### src/logic/wss_map.svh
/*
 * Register offsets, field positions, reset values and timing counts of the
 * waveform steering and shutdown block.
 * Assumes a 32-bit APB slave with byte addresses on aligned words.
 */
`ifndef WSS_MAP_SVH
`define WSS_MAP_SVH

// ----------------------------------------------------------------------
// Register byte offsets
// ----------------------------------------------------------------------
`define WSS_OFF_STEER_CTRL   12'h000
`define WSS_OFF_WAVE_CTRL1   12'h004
`define WSS_OFF_SHDN_CTRL    12'h008
`define WSS_OFF_SHDN_SRC     12'h00c
`define WSS_OFF_IRQ_STATUS   12'h010
`define WSS_OFF_IRQ_ENABLE   12'h014
`define WSS_OFF_IRQ_CLEAR    12'h018
`define WSS_OFF_PIN_STATUS   12'h01c

// ----------------------------------------------------------------------
// Field positions
// ----------------------------------------------------------------------
`define WSS_STEER_LSB        0
`define WSS_MODE_LSB         8
`define WSS_ENABLE_BIT       12
`define WSS_HFOSC_SEL_BIT    13
`define WSS_POL_LSB          0
`define WSS_SHDN_BIT         7
`define WSS_RESTART_BIT      6
`define WSS_OVR_LSB          0
`define WSS_IRQ_SHDN_BIT     0
`define WSS_IRQ_RESUME_BIT   1

// ----------------------------------------------------------------------
// Reset values and codes
// ----------------------------------------------------------------------
`define WSS_RST_STEER_CTRL   32'h0000_0000
`define WSS_RST_WAVE_CTRL1   32'h0000_0000
`define WSS_RST_SHDN_CTRL    32'h0000_0000
`define WSS_RST_SHDN_SRC     32'h0000_0000
`define WSS_MODE_ASYNC       3'h0
`define WSS_MODE_SYNC        3'h1
`define WSS_SYNC_STAGES      2

`endif

### src/logic/wss_pkg.sv
/*
 * Types shared by the waveform steering and shutdown block.
 * Assumes wss_map.svh supplies all numeric constants.
 */
package wss_pkg;
    // Shutdown state of the output stage
    typedef enum logic [0:0] {
        WSS_RUN,
        WSS_SHUT
    } wss_state_type;
    typedef logic [3:0] wss_pins_type;
endpackage

### src/logic/wss_sync.sv
/*
 * Two-stage synchroniser for one level crossing into pclk.
 * Assumes the input is asynchronous to pclk; only stage two is read.
 */
`timescale 1ns/1ps
module wss_sync (
    input  wire logic pclk,
    input  wire logic presetn,
    input  wire logic clk_en,
    input  wire logic async_in,
    input  wire logic reset_val,
    output logic      sync_out
);
    logic meta_reg;
    logic hold_reg;

    // ------------------------------------------------------------------
    // Synchroniser
    // ------------------------------------------------------------------
    // Stages keep the input relative to its idle level, so reset stays a
    // constant zero while the output still leaves reset at the tie-off level
    always_ff @(posedge pclk or negedge presetn) begin
        if (!presetn) begin
            meta_reg <= 1'b0;
            hold_reg <= 1'b0;
        end else if (clk_en) begin
            meta_reg <= async_in ^ reset_val;
            hold_reg <= meta_reg;
        end
    end

    // Tie-off is constant, so this is only a buffer or an inverter
    assign sync_out = hold_reg ^ reset_val;
endmodule

### src/logic/wss_pin.sv
/*
 * One output lane: steering, polarity and shutdown override of one pin.
 * Assumes steer enable, shutdown state and override level are on pclk.
 */
`timescale 1ns/1ps
module wss_pin (
    input  wire logic pclk,
    input  wire logic presetn,
    input  wire logic clk_en,
    input  wire logic data_in,
    input  wire logic steer_en,
    input  wire logic polarity,
    input  wire logic fixed_level,
    input  wire logic shut,
    input  wire logic ovr_level,
    output logic      pin_out
);
    logic steered;
    logic pin_next;

    // ------------------------------------------------------------------
    // Lane selection
    // ------------------------------------------------------------------
    // Polarity only touches steered data; shutdown only touches steered lanes
    assign steered  = data_in ^ polarity;
    assign pin_next = !steer_en ? fixed_level :
                      shut      ? ovr_level   :
                                  steered;

    // Registered so the pin is glitch free
    always_ff @(posedge pclk or negedge presetn) begin
        if (!presetn) begin
            pin_out <= 1'b0;
        end else if (clk_en) begin
            pin_out <= pin_next;
        end
    end
endmodule

### src/logic/wss_top.sv
/*
 * Waveform steering and auto-shutdown output stage with APB registers.
 * Assumes pclk is the block's own selected clock, that the data input,
 * the shutdown pin and comparator outputs are asynchronous, and that the
 * timer pulse already runs on pclk.
 */
`timescale 1ns/1ps
`include "wss_map.svh"

// Operation
// - In a steering mode any mix of the four pins may carry the input signal at once.
// - A pin with steer enable clear holds its fixed level.
// - A pin with steer enable set follows the input data signal.
// - Polarity inverts only steered pins.
// - Shutdown overrides only steered pins.
// - In asynchronous mode new steer enables act as soon as the write completes.
// - In synchronous mode new steer enables act at the next input rising edge.
// - Entering shutdown replaces levels at once; leaving is automatic or by software.
// - Setting the software shutdown bit forces shutdown.
// - Without auto-restart shutdown lasts while the software bit stays set.
// - With auto-restart the bit clears itself and output resumes on the next rising edge.
// - An active selected external source forces override levels at once.
// - All four sources are active low and each is selected in a source register.
// - Sources are level sensed and shutdown cannot clear while one stays active.
// - The block runs on its own clock and keeps running in sleep.
// - In sleep the fast internal oscillator is held on when enabled, active and selected.
module wss_top (
    input  wire logic                  pclk,
    input  wire logic                  presetn,
    input  wire logic                  clk_en,
    input  wire logic                  psel,
    input  wire logic                  penable,
    input  wire logic                  pwrite,
    input  wire logic [11:0]           paddr,
    input  wire logic [31:0]           pwdata,
    output logic      [31:0]           prdata,
    output logic                       pready,
    output logic                       pslverr,
    input  wire logic                  data_in,
    input  wire logic                  comparator_one_synced_out,
    input  wire logic                  comparator_two_synced_out,
    input  wire logic                  timer_postscaled_pulse,
    input  wire logic                  shutdown_input_pin,
    input  wire logic                  input_source_active,
    output wss_pkg::wss_pins_type      waveform_output_pins,
    output logic                       high_freq_internal_osc_keep,
    output logic                       irq
);
    import wss_pkg::*;

    // ------------------------------------------------------------------
    // Registers and state
    // ------------------------------------------------------------------
    logic [3:0]    steer_enable_n_reg;   // software view
    logic [3:0]    steer_active_reg;     // applied to the pins
    logic [2:0]    mode_reg;
    logic          enable_reg;
    logic          hfosc_sel_reg;
    logic [3:0]    output_polarity_n_reg;
    logic [3:0]    fixed_level_reg;
    logic [3:0]    ovr_level_reg;
    logic          sw_shdn_reg;
    logic          restart_reg;
    logic [3:0]    src_sel_reg;
    logic [1:0]    irq_status_reg;
    logic [1:0]    irq_enable_reg;
    logic          data_d_reg;
    wss_state_type state_reg;
    wss_state_type state_next;

    // ------------------------------------------------------------------
    // Input synchronisers
    // ------------------------------------------------------------------
    logic data_s;
    logic cmp1_s;
    logic cmp2_s;
    logic pin_s;

    wss_sync u_sync_data (
        .pclk      (pclk),
        .presetn   (presetn),
        .clk_en    (clk_en),
        .async_in  (data_in),
        .reset_val (1'b0),
        .sync_out  (data_s)
    );
    wss_sync u_sync_cmp1 (
        .pclk      (pclk),
        .presetn   (presetn),
        .clk_en    (clk_en),
        .async_in  (comparator_one_synced_out),
        .reset_val (1'b1),
        .sync_out  (cmp1_s)
    );
    wss_sync u_sync_cmp2 (
        .pclk      (pclk),
        .presetn   (presetn),
        .clk_en    (clk_en),
        .async_in  (comparator_two_synced_out),
        .reset_val (1'b1),
        .sync_out  (cmp2_s)
    );
    wss_sync u_sync_pin (
        .pclk      (pclk),
        .presetn   (presetn),
        .clk_en    (clk_en),
        .async_in  (shutdown_input_pin),
        .reset_val (1'b1),
        .sync_out  (pin_s)
    );

    // ------------------------------------------------------------------
    // APB decode
    // ------------------------------------------------------------------
    // Every access takes one wait state; registered pready completes it in the second access cycle
    logic access;
    logic wr_en;
    logic rd_en;
    logic hit_steer;
    logic hit_wave;
    logic hit_shdn;
    logic hit_src;
    logic hit_ists;
    logic hit_ien;
    logic hit_iclr;
    logic hit_pins;
    logic mapped;

    assign access    = psel && penable && !pready && clk_en;
    assign wr_en     = access && pwrite;
    assign rd_en     = access && !pwrite;
    assign hit_steer = (paddr == `WSS_OFF_STEER_CTRL);
    assign hit_wave  = (paddr == `WSS_OFF_WAVE_CTRL1);
    assign hit_shdn  = (paddr == `WSS_OFF_SHDN_CTRL);
    assign hit_src   = (paddr == `WSS_OFF_SHDN_SRC);
    assign hit_ists  = (paddr == `WSS_OFF_IRQ_STATUS);
    assign hit_ien   = (paddr == `WSS_OFF_IRQ_ENABLE);
    assign hit_iclr  = (paddr == `WSS_OFF_IRQ_CLEAR);
    assign hit_pins  = (paddr == `WSS_OFF_PIN_STATUS);
    assign mapped    = hit_steer | hit_wave | hit_shdn | hit_src |
                       hit_ists | hit_ien | hit_iclr | hit_pins;

    // Read mux; clear register reads zero
    logic [31:0] rd_mux;
    assign rd_mux =
        hit_steer ? {18'h0_0000, hfosc_sel_reg, enable_reg, 1'b0, mode_reg,
                     4'h0, steer_enable_n_reg} :
        hit_wave  ? {28'h000_0000, output_polarity_n_reg} :
        hit_shdn  ? {16'h0000, sw_shdn_reg, restart_reg, 6'h00,
                     ovr_level_reg, fixed_level_reg} :
        hit_src   ? {28'h000_0000, src_sel_reg} :
        hit_ists  ? {30'h0000_0000, irq_status_reg} :
        hit_ien   ? {30'h0000_0000, irq_enable_reg} :
        hit_pins  ? {27'h000_0000, (state_reg == WSS_SHUT), waveform_output_pins} :
                    32'h0000_0000;

    // ------------------------------------------------------------------
    // Shutdown sensing
    // ------------------------------------------------------------------
    // Level sensed, active low, each gated by its select bit
    logic ext_shdn;
    logic data_rise;
    logic entering;
    logic leaving;
    assign ext_shdn  = (src_sel_reg[0] && !cmp1_s) ||
                       (src_sel_reg[1] && !cmp2_s) ||
                       (src_sel_reg[2] && !timer_postscaled_pulse) ||
                       (src_sel_reg[3] && !pin_s);
    assign data_rise = data_s && !data_d_reg;

    // Exit only on an input rising edge with every selected source gone and the software bit clear or auto-restart set
    always_comb begin
        case (state_reg)
            WSS_RUN: begin
                state_next = (sw_shdn_reg || ext_shdn) ? WSS_SHUT : WSS_RUN;
            end
            WSS_SHUT: begin
                if (!ext_shdn && data_rise && (restart_reg || !sw_shdn_reg)) begin
                    state_next = WSS_RUN;
                end else begin
                    state_next = WSS_SHUT;
                end
            end
            default: begin
                state_next = WSS_SHUT;
            end
        endcase
    end
    assign entering = (state_reg == WSS_RUN) && (state_next == WSS_SHUT);
    assign leaving  = (state_reg == WSS_SHUT) && (state_next == WSS_RUN);

    // Override is applied the same cycle shutdown is detected
    logic shut_now;
    assign shut_now = (state_reg == WSS_SHUT) || sw_shdn_reg || ext_shdn;

    // ------------------------------------------------------------------
    // APB outputs
    // ------------------------------------------------------------------
    always_ff @(posedge pclk or negedge presetn) begin
        if (!presetn) begin
            pready  <= 1'b0;
            pslverr <= 1'b0;
            prdata  <= 32'h0000_0000;
        end else if (clk_en) begin
            pready  <= psel && penable && !pready;
            pslverr <= psel && penable && !pready && !mapped;
            prdata  <= rd_en ? rd_mux : 32'h0000_0000;
        end
    end

    // ------------------------------------------------------------------
    // Control registers
    // ------------------------------------------------------------------
    always_ff @(posedge pclk or negedge presetn) begin
        if (!presetn) begin
            steer_enable_n_reg    <= 4'h0;
            mode_reg              <= 3'h0;
            enable_reg            <= 1'b0;
            hfosc_sel_reg         <= 1'b0;
            output_polarity_n_reg <= 4'h0;
            fixed_level_reg       <= 4'h0;
            ovr_level_reg         <= 4'h0;
            restart_reg           <= 1'b0;
            src_sel_reg           <= 4'h0;
            irq_enable_reg        <= 2'h0;
        end else if (clk_en && wr_en) begin
            if (hit_steer) begin
                steer_enable_n_reg <= pwdata[`WSS_STEER_LSB +: 4];
                mode_reg           <= pwdata[`WSS_MODE_LSB +: 3];
                enable_reg         <= pwdata[`WSS_ENABLE_BIT];
                hfosc_sel_reg      <= pwdata[`WSS_HFOSC_SEL_BIT];
            end
            if (hit_wave) begin
                output_polarity_n_reg <= pwdata[`WSS_POL_LSB +: 4];
            end
            if (hit_shdn) begin
                fixed_level_reg <= pwdata[`WSS_OVR_LSB +: 4];
                ovr_level_reg   <= pwdata[`WSS_OVR_LSB + 4 +: 4];
                restart_reg     <= pwdata[`WSS_RESTART_BIT + 8];
            end
            if (hit_src) begin
                src_sel_reg <= pwdata[3:0];
            end
            if (hit_ien) begin
                irq_enable_reg <= pwdata[1:0];
            end
        end
    end

    // Software bit: write sets/clears, auto-restart clears it on resume
    always_ff @(posedge pclk or negedge presetn) begin
        if (!presetn) begin
            sw_shdn_reg <= 1'b0;
        end else if (clk_en) begin
            if (wr_en && hit_shdn) begin
                sw_shdn_reg <= pwdata[`WSS_SHDN_BIT + 8];
            end else if (leaving && restart_reg) begin
                sw_shdn_reg <= 1'b0;
            end
        end
    end

    // ------------------------------------------------------------------
    // Steering application and state
    // ------------------------------------------------------------------
    // Sync mode defers a new steer set to the next data rising edge; lanes
    // use the applied set in that same cycle, so no sliver of old data escapes
    logic [3:0] steer_apply;
    assign steer_apply = (mode_reg != `WSS_MODE_SYNC) ? steer_enable_n_reg :
                         data_rise ? steer_enable_n_reg :
                                     steer_active_reg;

    always_ff @(posedge pclk or negedge presetn) begin
        if (!presetn) begin
            steer_active_reg <= 4'h0;
            data_d_reg       <= 1'b0;
            state_reg        <= WSS_RUN;
        end else if (clk_en) begin
            data_d_reg       <= data_s;
            state_reg        <= state_next;
            steer_active_reg <= steer_apply;
        end
    end

    // ------------------------------------------------------------------
    // Output lanes
    // ------------------------------------------------------------------
    // One lane per pin; any mix may carry the data at once
    genvar gi;
    generate
        for (gi = 0; gi < 4; gi = gi + 1) begin : g_lane
            wss_pin u_pin (
                .pclk        (pclk),
                .presetn     (presetn),
                .clk_en      (clk_en),
                .data_in     (data_s),
                .steer_en    (steer_apply[gi]),
                .polarity    (output_polarity_n_reg[gi]),
                .fixed_level (fixed_level_reg[gi]),
                .shut        (shut_now),
                .ovr_level   (ovr_level_reg[gi]),
                .pin_out     (waveform_output_pins[gi])
            );
        end
    endgenerate

    // ------------------------------------------------------------------
    // Sleep clock request and interrupts
    // ------------------------------------------------------------------
    // Held on regardless of system clock choice; pclk keeps running
    always_ff @(posedge pclk or negedge presetn) begin
        if (!presetn) begin
            high_freq_internal_osc_keep <= 1'b0;
        end else if (clk_en) begin
            high_freq_internal_osc_keep <= enable_reg && input_source_active &&
                                           hfosc_sel_reg;
        end
    end

    // Sticky events: set wins over a same-cycle clear
    logic [1:0] irq_events;
    logic [1:0] irq_clr;
    assign irq_events = {leaving, entering};
    assign irq_clr    = (wr_en && hit_iclr) ? pwdata[1:0] : 2'h0;

    always_ff @(posedge pclk or negedge presetn) begin
        if (!presetn) begin
            irq_status_reg <= 2'h0;
            irq            <= 1'b0;
        end else if (clk_en) begin
            irq_status_reg <= (irq_status_reg & ~irq_clr) | irq_events;
            irq            <= |(((irq_status_reg & ~irq_clr) | irq_events) & irq_enable_reg);
        end
    end

    // ------------------------------------------------------------------
    // Checks
    // ------------------------------------------------------------------
    chk_fixed_level: assert property (@(posedge pclk) disable iff (!presetn)
        clk_en && !steer_apply[0] |=> waveform_output_pins[0] == $past(fixed_level_reg[0]))
        else $error("unsteered pin not at fixed level");
    chk_steered_data: assert property (@(posedge pclk) disable iff (!presetn)
        clk_en && steer_apply[1] && !shut_now
        |=> waveform_output_pins[1] == ($past(data_s) ^ $past(output_polarity_n_reg[1])))
        else $error("steered pin not following data");
    chk_shut_override: assert property (@(posedge pclk) disable iff (!presetn)
        clk_en && steer_apply[2] && shut_now
        |=> waveform_output_pins[2] == $past(ovr_level_reg[2]))
        else $error("shutdown override missing");
    chk_sw_shutdown: assert property (@(posedge pclk) disable iff (!presetn)
        clk_en && sw_shdn_reg && state_reg == WSS_RUN |=> state_reg == WSS_SHUT)
        else $error("software shutdown ignored");
    chk_hold_no_restart: assert property (@(posedge pclk) disable iff (!presetn)
        state_reg == WSS_SHUT && sw_shdn_reg && !restart_reg |=> state_reg == WSS_SHUT)
        else $error("shutdown left while bit set");
    chk_level_holds: assert property (@(posedge pclk) disable iff (!presetn)
        state_reg == WSS_SHUT && ext_shdn |=> state_reg == WSS_SHUT)
        else $error("shutdown cleared with source active");
    chk_async_steer: assert property (@(posedge pclk) disable iff (!presetn)
        clk_en && mode_reg == `WSS_MODE_ASYNC |=> steer_active_reg == $past(steer_enable_n_reg))
        else $error("async steer not applied");
    chk_sync_steer: assert property (@(posedge pclk) disable iff (!presetn)
        mode_reg == `WSS_MODE_SYNC && !data_rise |=> $stable(steer_active_reg))
        else $error("sync steer applied off edge");
endmodule

### config.mk
export PLATFORM = sky130hd
export DESIGN_NAME = wss_top
export DESIGN_NICKNAME = d
export VERILOG_FILES = /design/src/logic/wss_pkg.sv /design/src/logic/wss_sync.sv /design/src/logic/wss_pin.sv /design/src/logic/wss_top.sv
export VERILOG_INCLUDE_DIRS = /design/src /design/src/logic
export SDC_FILE = /design/constraint.sdc
export NUM_CORES = 1
export LEC_CHECK = 0
export BUFFER_PORTS_ARGS = -buffer_cell sky130_fd_sc_hd__buf_4
export CORE_AREA = 2 2 90 92
export CTS_CLUSTER_SIZE = 20
export DETAILED_ROUTE_END_ITERATION = 8
export DIE_AREA = 0 0 92 94
export PLACE_DENSITY_LB_ADDON = 0.3
export SETUP_SLACK_MARGIN = 0.15
export SYNTH_ARGS = -nofsm -noshare
export SYNTH_HDL_FRONTEND = slang
export SYNTH_HIERARCHICAL = 1
export SYNTH_SLANG_ARGS = --single-unit
### constraint.sdc
create_clock -name pclk -period 1.9 [get_ports pclk]
set_input_delay 0 -clock pclk [delete_from_list [all_inputs] [get_ports pclk]]
set_output_delay 0 -clock pclk [all_outputs]
set_load 0.01 [all_outputs]
==> impl_results.md, run 1 <==
- Status: finished, violations left
- Failing checks: setup timing
- RSZ-0062 raised after global routing: true
- Worst setup EP type: flip-flop
- Number of clock sinks: 68
- Core footprint: 7607 sq um
- Final hold vios: 0
- Gpl congestion: 0.7952
- Die height: 94 um
- Largest delay share family, worst path: simple AND/OR/NAND/NOR gates
- Clk buf depth: 2
- Max Cap Viol: 0
- Switching Fraction: 23.99%
- Mean area per synthesized cell: 11.64 sq um
- Post-route cell area: 4631 sq um
- Slew HR: 42.15%
- Vias/cell: 5.119
- Crit path buf inv count: 0
- Slowest stage cell, crit path: or4b_4
- Flops & latches, synth: 68
- Register area: 1702 sq um
- Vias in the first global route: 2581
- IO Pins: 96
- Buffers on Ports: 61
- Psw: 0.8058 mW
- Post-DP Area: 3965 sq um
- # rows: 32
- Final nets: 452
- Reg with most FFs: prdata
- CP Class: flip-flop to flip-flop
- Hpwl dp: 5.300 mm
- RR Endpoint: g_lane[0].u_pin/pin_out
- CP cell instances: xor2_2 > nor2b_4 > or4b_4 > mux2_4 > nand3b_1 > o211ai_1 > o22ai_1
- Complex-gate fraction of the synthesized area: 11.49%
- Pwr per Cell Area: 725.3 nW/um^2
- Crit path largest cell delay: 0.53 ns
- Multi-input combinational cell area: 1709 sq um
- Die width: 92 um
- Layout Area Growth over Synthesis: 37.12%
- Hold depth: 3
- Final worst-path setup slack: -0.1005 ns
- Combinational power share: 12.9%
- Die area: 8648 sq um
- Crit path DAT: 2.27 ns
- TritonCTS Buffers: 9
- Setup violations, final: 4
- Antenna diodes: 0
- Fmax: 499.9 MHz
- Post-synth EDFFs: 0
- Main synth FF type: dfrtp_1
- Max VDD drop: 0.0005889 V
- HP Class: input port to flip-flop
- Wirelength per Cell: 16.15 um
- Reg2reg setup slack: -0.10 ns
- Grt total ovfl: 0
- Mapped cell area: 3377 sq um
- Syn Inst Count: 290
- Antenna-violating nets left: 0
- Leak: 2.238 nW
- Synth Area in Simple Gates: 13.78%
- Drt first pass iters: 4
- Most common cell after layout, fill and taps aside: buf_4
- H-Tree Depth: 3
- Portion of netlist area occupied by mux cells: 14.78%
- Critical Path Start Type: flip-flop
- First-pass GRT wire length: 13.12 mm
- Starting Density: 44.39%
- Reg2Reg Depth: 7
- Final worst path period share: 105.3%
- WL final: 8.124 mm
- Tot Pwr: 3.359 mW
- Most frequent cells in the layout: 71 x buf_4, 68 x dfrtp_1, 26 x mux2_2, 25 x conb_1, 24 x nor2_1
- CTS tree: yes
- Cell count after placement: 459
- Reg clk slew, reported paths: 0.07 ns
- Total GRT Usage: 19.81%
- R2r startpoint: u_sync_data/hold_reg
- Clk_lat worst skew: 0.34 ns
- Share of cells above drive strength 1: 38.90%
- Worst Path Required: 2.17 ns
- Drc violations: 0
- DRT iter0 DRCs: 140
- Via count: 2575
- Non-filler cells, final: 503
- Share of flip-flops with an asynchronous set or reset: 100.0%
- Synthesized-area fraction occupied by adder cells: 0%
- Largest net degree at the start of global routing: 69
- Number of synthesis warnings: 6
- Filler instances: 658
- Clk root buf: clkbuf_8
- Seq/Total Area, Yosys: 50.39%
- Register share of total power: 45.9%
- Internal power: 2.553 mW
- Xor/xnor share of the synthesized area: 3.112%
- Worst-path fanout max: 4
- Worst-margin pin slew: 0.8678 ns
- Netlist cell types: 50
- Final Skew: 0.008565 ns
- Max Transition Viols Final: 0
- Max reg flops: 15
- Min Tclk post-route: 2.001 ns
- Initial antenna violation count: 0
- Min-Delay Startpoint: paddr[3]
- Main combinational cell family by area after synthesis: multiplexers
- WHS Endpoint: prdata[4]
- Clock network fraction of design power: 41.2%
worst register-to-register path: cells and delay by family (launching register included):
family / cells / cell delay (ns)
multiplexers: 1 / 0.36
AND/OR/NAND/NOR: 3 / 0.76
AO/OA/AOI/OAI: 2 / 0.22
flip-flops: 1 / 0.41
XOR/XNOR: 1 / 0.19
how the worst max path moves through the flow:
| stage | slack [ns] | from | cells past startpoint | endpoint |
|---|---|---|---|---|
| detailed placement | -0.08 | u_sync_data/hold_reg | 7 | g_lane[1].u_pin/pin_out |
| CTS | -0.1 | u_sync_data/hold_reg | 7 | g_lane[1].u_pin/pin_out |
| global placement | -0.03 | u_sync_data/hold_reg | 6 | g_lane[0].u_pin/pin_out |
| global route | -0.21 | u_sync_data/hold_reg | 7 | g_lane[1].u_pin/pin_out |
| floorplan | 0.16 | pready | 5 | fixed_level_reg[0] |
| finish | -0.10 | u_sync_data/hold_reg | 7 | g_lane[0].u_pin/pin_out |
cell type report:
class | instances | area share (%)
Tap cell | 102 | 2.756
Timing Repair Buffer | 98 | 17.70
Sequential cell | 68 | 36.75
Clock buffer | 12 | 3.567
Multi-Input combinational cell | 209 | 36.91
Inverter | 10 | 0.8106
Clock inverter | 4 | 1.513
repair_timing:
action                     in CTS  in global routing
hold buffers                   21                  0
gates cloned                    1                  0
buffers inserted                2                  4
hold endpoints to repair      102                  0
resized for setup              18                 24
setup endpoints to repair      33                 37
pin swaps                      10                 12
synthesized netlist by cell type (2+ instances only):
cell | number | area share (%)
a21boi_0 | 2 | 0.44
inv_1 | 10 | 1.1
a21o_1 | 3 | 0.67
nor2_1 | 26 | 2.9
o21ai_0 | 8 | 1.2
nand2_1 | 4 | 0.44
o2bb2ai_1 | 3 | 0.78
a22o_1 | 10 | 2.6
xor2_1 | 8 | 2.1
buf_4 | 17 | 3.8
mux2i_1 | 6 | 1.8
nor3b_1 | 9 | 2.0
nor3_1 | 5 | 0.74
a22oi_1 | 3 | 0.67
buf_2 | 3 | 0.44
nand3b_1 | 5 | 1.1
a21oi_1 | 8 | 1.2
xnor2_1 | 4 | 1.0
o211ai_1 | 5 | 1.1
o22ai_1 | 4 | 0.74
dfrtp_1 | 68 | 50
nor3_4 | 2 | 0.96
conb_1 | 2 | 0.22
nand3_1 | 3 | 0.44
mux2_2 | 39 | 13
nand2b_1 | 2 | 0.37
nor2b_1 | 4 | 0.74
clkbuf_1 | 5 | 0.56
power by group through the flow:
stage,Clock [mW],Combinational [mW],Sequential [mW]
after floorplan,0,0.206,1.56
after global placement,0,0.353,1.56
after detailed placement,0,0.361,1.57
after CTS,1.41,0.414,1.54
after global routing,1.49,0.477,1.55
final,1.38,0.434,1.54
cell families after synthesis:
logic type	Yosys count
xor gates and xnor gates	12
and+or+nand+nor	74
muxes	45
AOI/OAI and AO/OA	53
DFF	68
other	2
buffers and inverters	36
per-stage QoR:
| step | util, % | TNS [ns] | worst slack (ns) | hold slack [ns] |
|---|---|---|---|---|
| floorplan | - | 0 | 0.1606 | -0.2956 |
| global placement | 52.12 | -0.08055 | -0.03493 | 0.1697 |
| detailed placement | 52.12 | -0.2763 | -0.08438 | 0.1705 |
| CTS | 59.11 | -0.3044 | -0.09648 | 0.005702 |
| global route | 60.87 | -0.6800 | -0.2087 | 0.04478 |
| finish | 60.87 | -0.3260 | -0.1005 | 0.02561 |
per-layer routing:
layer | GRT usage, % | wire length [um] | vias to the layer above
li1 | - | - | 1219
met3 | 4.494 | 413 | 12
met2 | 32.72 | 4042 | 81
met4 | 7.836 | 117 | 0
met1 | 25.38 | 3551 | 1263
met5 | 0 | 0 | -
Power figures use the tool's default switching activity.
==> run 2, diff against run 1 <==
Settings changed: SKIP_CTS_REPAIR_TIMING set to 1.
==> run 2 against run 1 <==
  * The run still ends with setup timing left
  * Critical path type unchanged
  * First-iteration DRC count decreased by 1.4%
  * Highest routed layer unchanged
  * Wire length increased by 3.1%
  * Sequential cell count unchanged
  * Die area unchanged
  * Via count decreased by 0.27%
  * Critical endpoint is now g_lane[1].u_pin/pin_out
  * Non-clock buffer count decreased by 2
  * Sequential power about the same
  * Register-to-register slack got worse by 0.02 ns
  * Combinational power decreased by 1%
  * Total power decreased by 0.11%
  * Clock power about the same
==> impl_results.md, run 2 (synthesized netlist as in run 1, its figures left out) <==
- First-pass GRT wire length: 12.43 mm
- # rows: 32
- Uppermost routed layer: met4
- Reg clk slew, reported paths: 0.07 ns
- Wire length on met1: 3.765 mm
- Via count: 2568
- Pre-CTS setup slack: -0.08438 ns
- Worst-path fanout max: 4
- Leak: 2.229 nW
- Min Tclk post-route: 2.017 ns
- Worst setup EP type: flip-flop
- TritonCTS Buffers: 9
- Number of clock sinks: 68
- WHS: 0.03280 ns
- Most frequent cells in the layout: 69 x buf_4, 68 x dfrtp_1, 25 x conb_1, 24 x nor2_1, 22 x mux2_4
- Slowest stage cell, crit path: or4b_4
- Crit path DAT: 2.28 ns
- Crit path largest cell delay: 0.57 ns
- IO Pins: 96
- Max reg flops: 15
- Starting Density: 44.39%
- Worst Path Required: 2.16 ns
- Most common cell after layout, fill and taps aside: buf_4
- Buffers on Ports: 61
- Max Cap Viol: 0
- Clk root buf: clkbuf_8
- Share of cells above drive strength 1: 38.60%
- Critical Path Start Type: flip-flop
- Hpwl dp: 5.300 mm
- Antenna diodes: 0
- Vias in the first global route: 2421
- Met3 wire len: 361 um
- Core footprint: 7607 sq um
- H-Tree Depth: 3
- Largest net degree at the start of global routing: 69
- Die area: 8648 sq um
- CP Class: flip-flop to flip-flop
- HP Class: input port to flip-flop
- Max VDD drop: 0.0005895 V
- Worst-margin pin slew: 0.8793 ns
- Total GRT Usage: 18.78%
- Antenna-violating nets left: 0
- RSZ-0062 raised after global routing: true
- CP cell instances: xor2_2 > nor2b_4 > or4b_4 > mux2_4 > nand3b_1 > o211ai_1 > o22ai_1
- Max Transition Viols Final: 0
- Die height: 94 um
- Clk_lat worst skew: 0.34 ns
- Clk buf depth: 2
- Final Skew: 0.01032 ns
- Drc violations: 0
- Met2 routed WL: 4.173 mm
- Final nets: 450
- Setup violations, final: 4
- Pwr per Cell Area: 723.7 nW/um^2
- Wirelength per Cell: 16.71 um
- Drt first pass iters: 4
- Largest delay share family, worst path: simple AND/OR/NAND/NOR gates
- Die width: 92 um
- Status: finished, violations left
- Fmax: 495.8 MHz
- Grt total ovfl: 0
- DRT iter0 DRCs: 138
- Failing checks: setup timing
- Reg with most FFs: prdata
- Vias/cell: 5.126
- Final hold vios: 0
- Slew HR: 41.38%
- CTS tree: yes
- Layout Area Growth over Synthesis: 37.27%
- Filler instances: 655
- Gpl congestion: 0.7952
- Final worst-path setup slack: -0.1168 ns
- Crit path buf inv count: 0
- Final worst path period share: 106.1%
- Initial antenna violation count: 0
- WL final: 8.374 mm
## run 2: where the power goes
part / switching, mW / internal [mW]
clock: 0.542 / 0.843
sequential: 0.0412 / 1.50
combinational: 0.223 / 0.205
total: 0.807 / 2.55
## run 2: worst paths after layout
kind,startpoint,to,slack [ns],depth (start not counted)
min,paddr[3],prdata[4],0.03,3
min reg2reg,prdata[0],prdata[0],0.49,1
max,u_sync_data/hold_reg,g_lane[1].u_pin/pin_out,-0.12,7
max reg2reg,u_sync_data/hold_reg,g_lane[1].u_pin/pin_out,-0.12,7
min in group asynchronous,presetn,prdata[13],0.32,2
max in group asynchronous,presetn,prdata[7],0.99,2
## run 2: layout make-up
| cell class | count | area (sq um) | area share, % |
|---|---|---|---|
| multi-input combinational | 209 | 1729 | 37.30 |
| sequential | 68 | 1702 | 36.71 |
| timing repair buffer | 96 | 804.5 | 17.35 |
| clock buffer | 12 | 165.2 | 3.563 |
| tap | 102 | 127.6 | 2.753 |
| clock inverter | 4 | 70.07 | 1.511 |
| inverter | 10 | 37.54 | 0.8097 |
## run 2: worst reg2reg max path, stage by stage, from the launching register on
cell	delay (ns)
dfrtp_1	0.40
xor2_2	0.16
nor2b_4	0.13
or4b_4	0.57
mux2_4	0.34
nand3b_1	0.10
o211ai_1	0.09
o22ai_1	0.15
## run 2: routing by layer
layer	global-route usage, %	up-vias
li1	-	1214
met1	24.82	1279
met2	29.41	69
met3	4.815	6
met4	8.085	0
met5	0	-
## run 2: stage by stage
step | utilization, % | std cells | TNS [ns] | instance area, sq um | power [mW]
3_5_place_dp | 52.12 | 459 | -0.2763 | 3965 | 1.926
5_1_grt | 60.94 | 501 | -0.7550 | 4636 | 3.515
3_3_place_gp | 52.12 | 459 | -0.08055 | 3965 | 1.917
2_1_floorplan | - | 313 | 0 | 3478 | 1.765
4_1_cts | 55.21 | 475 | -0.3468 | 4200 | 3.312
6_report | 60.94 | 501 | -0.3471 | 4636 | 3.355
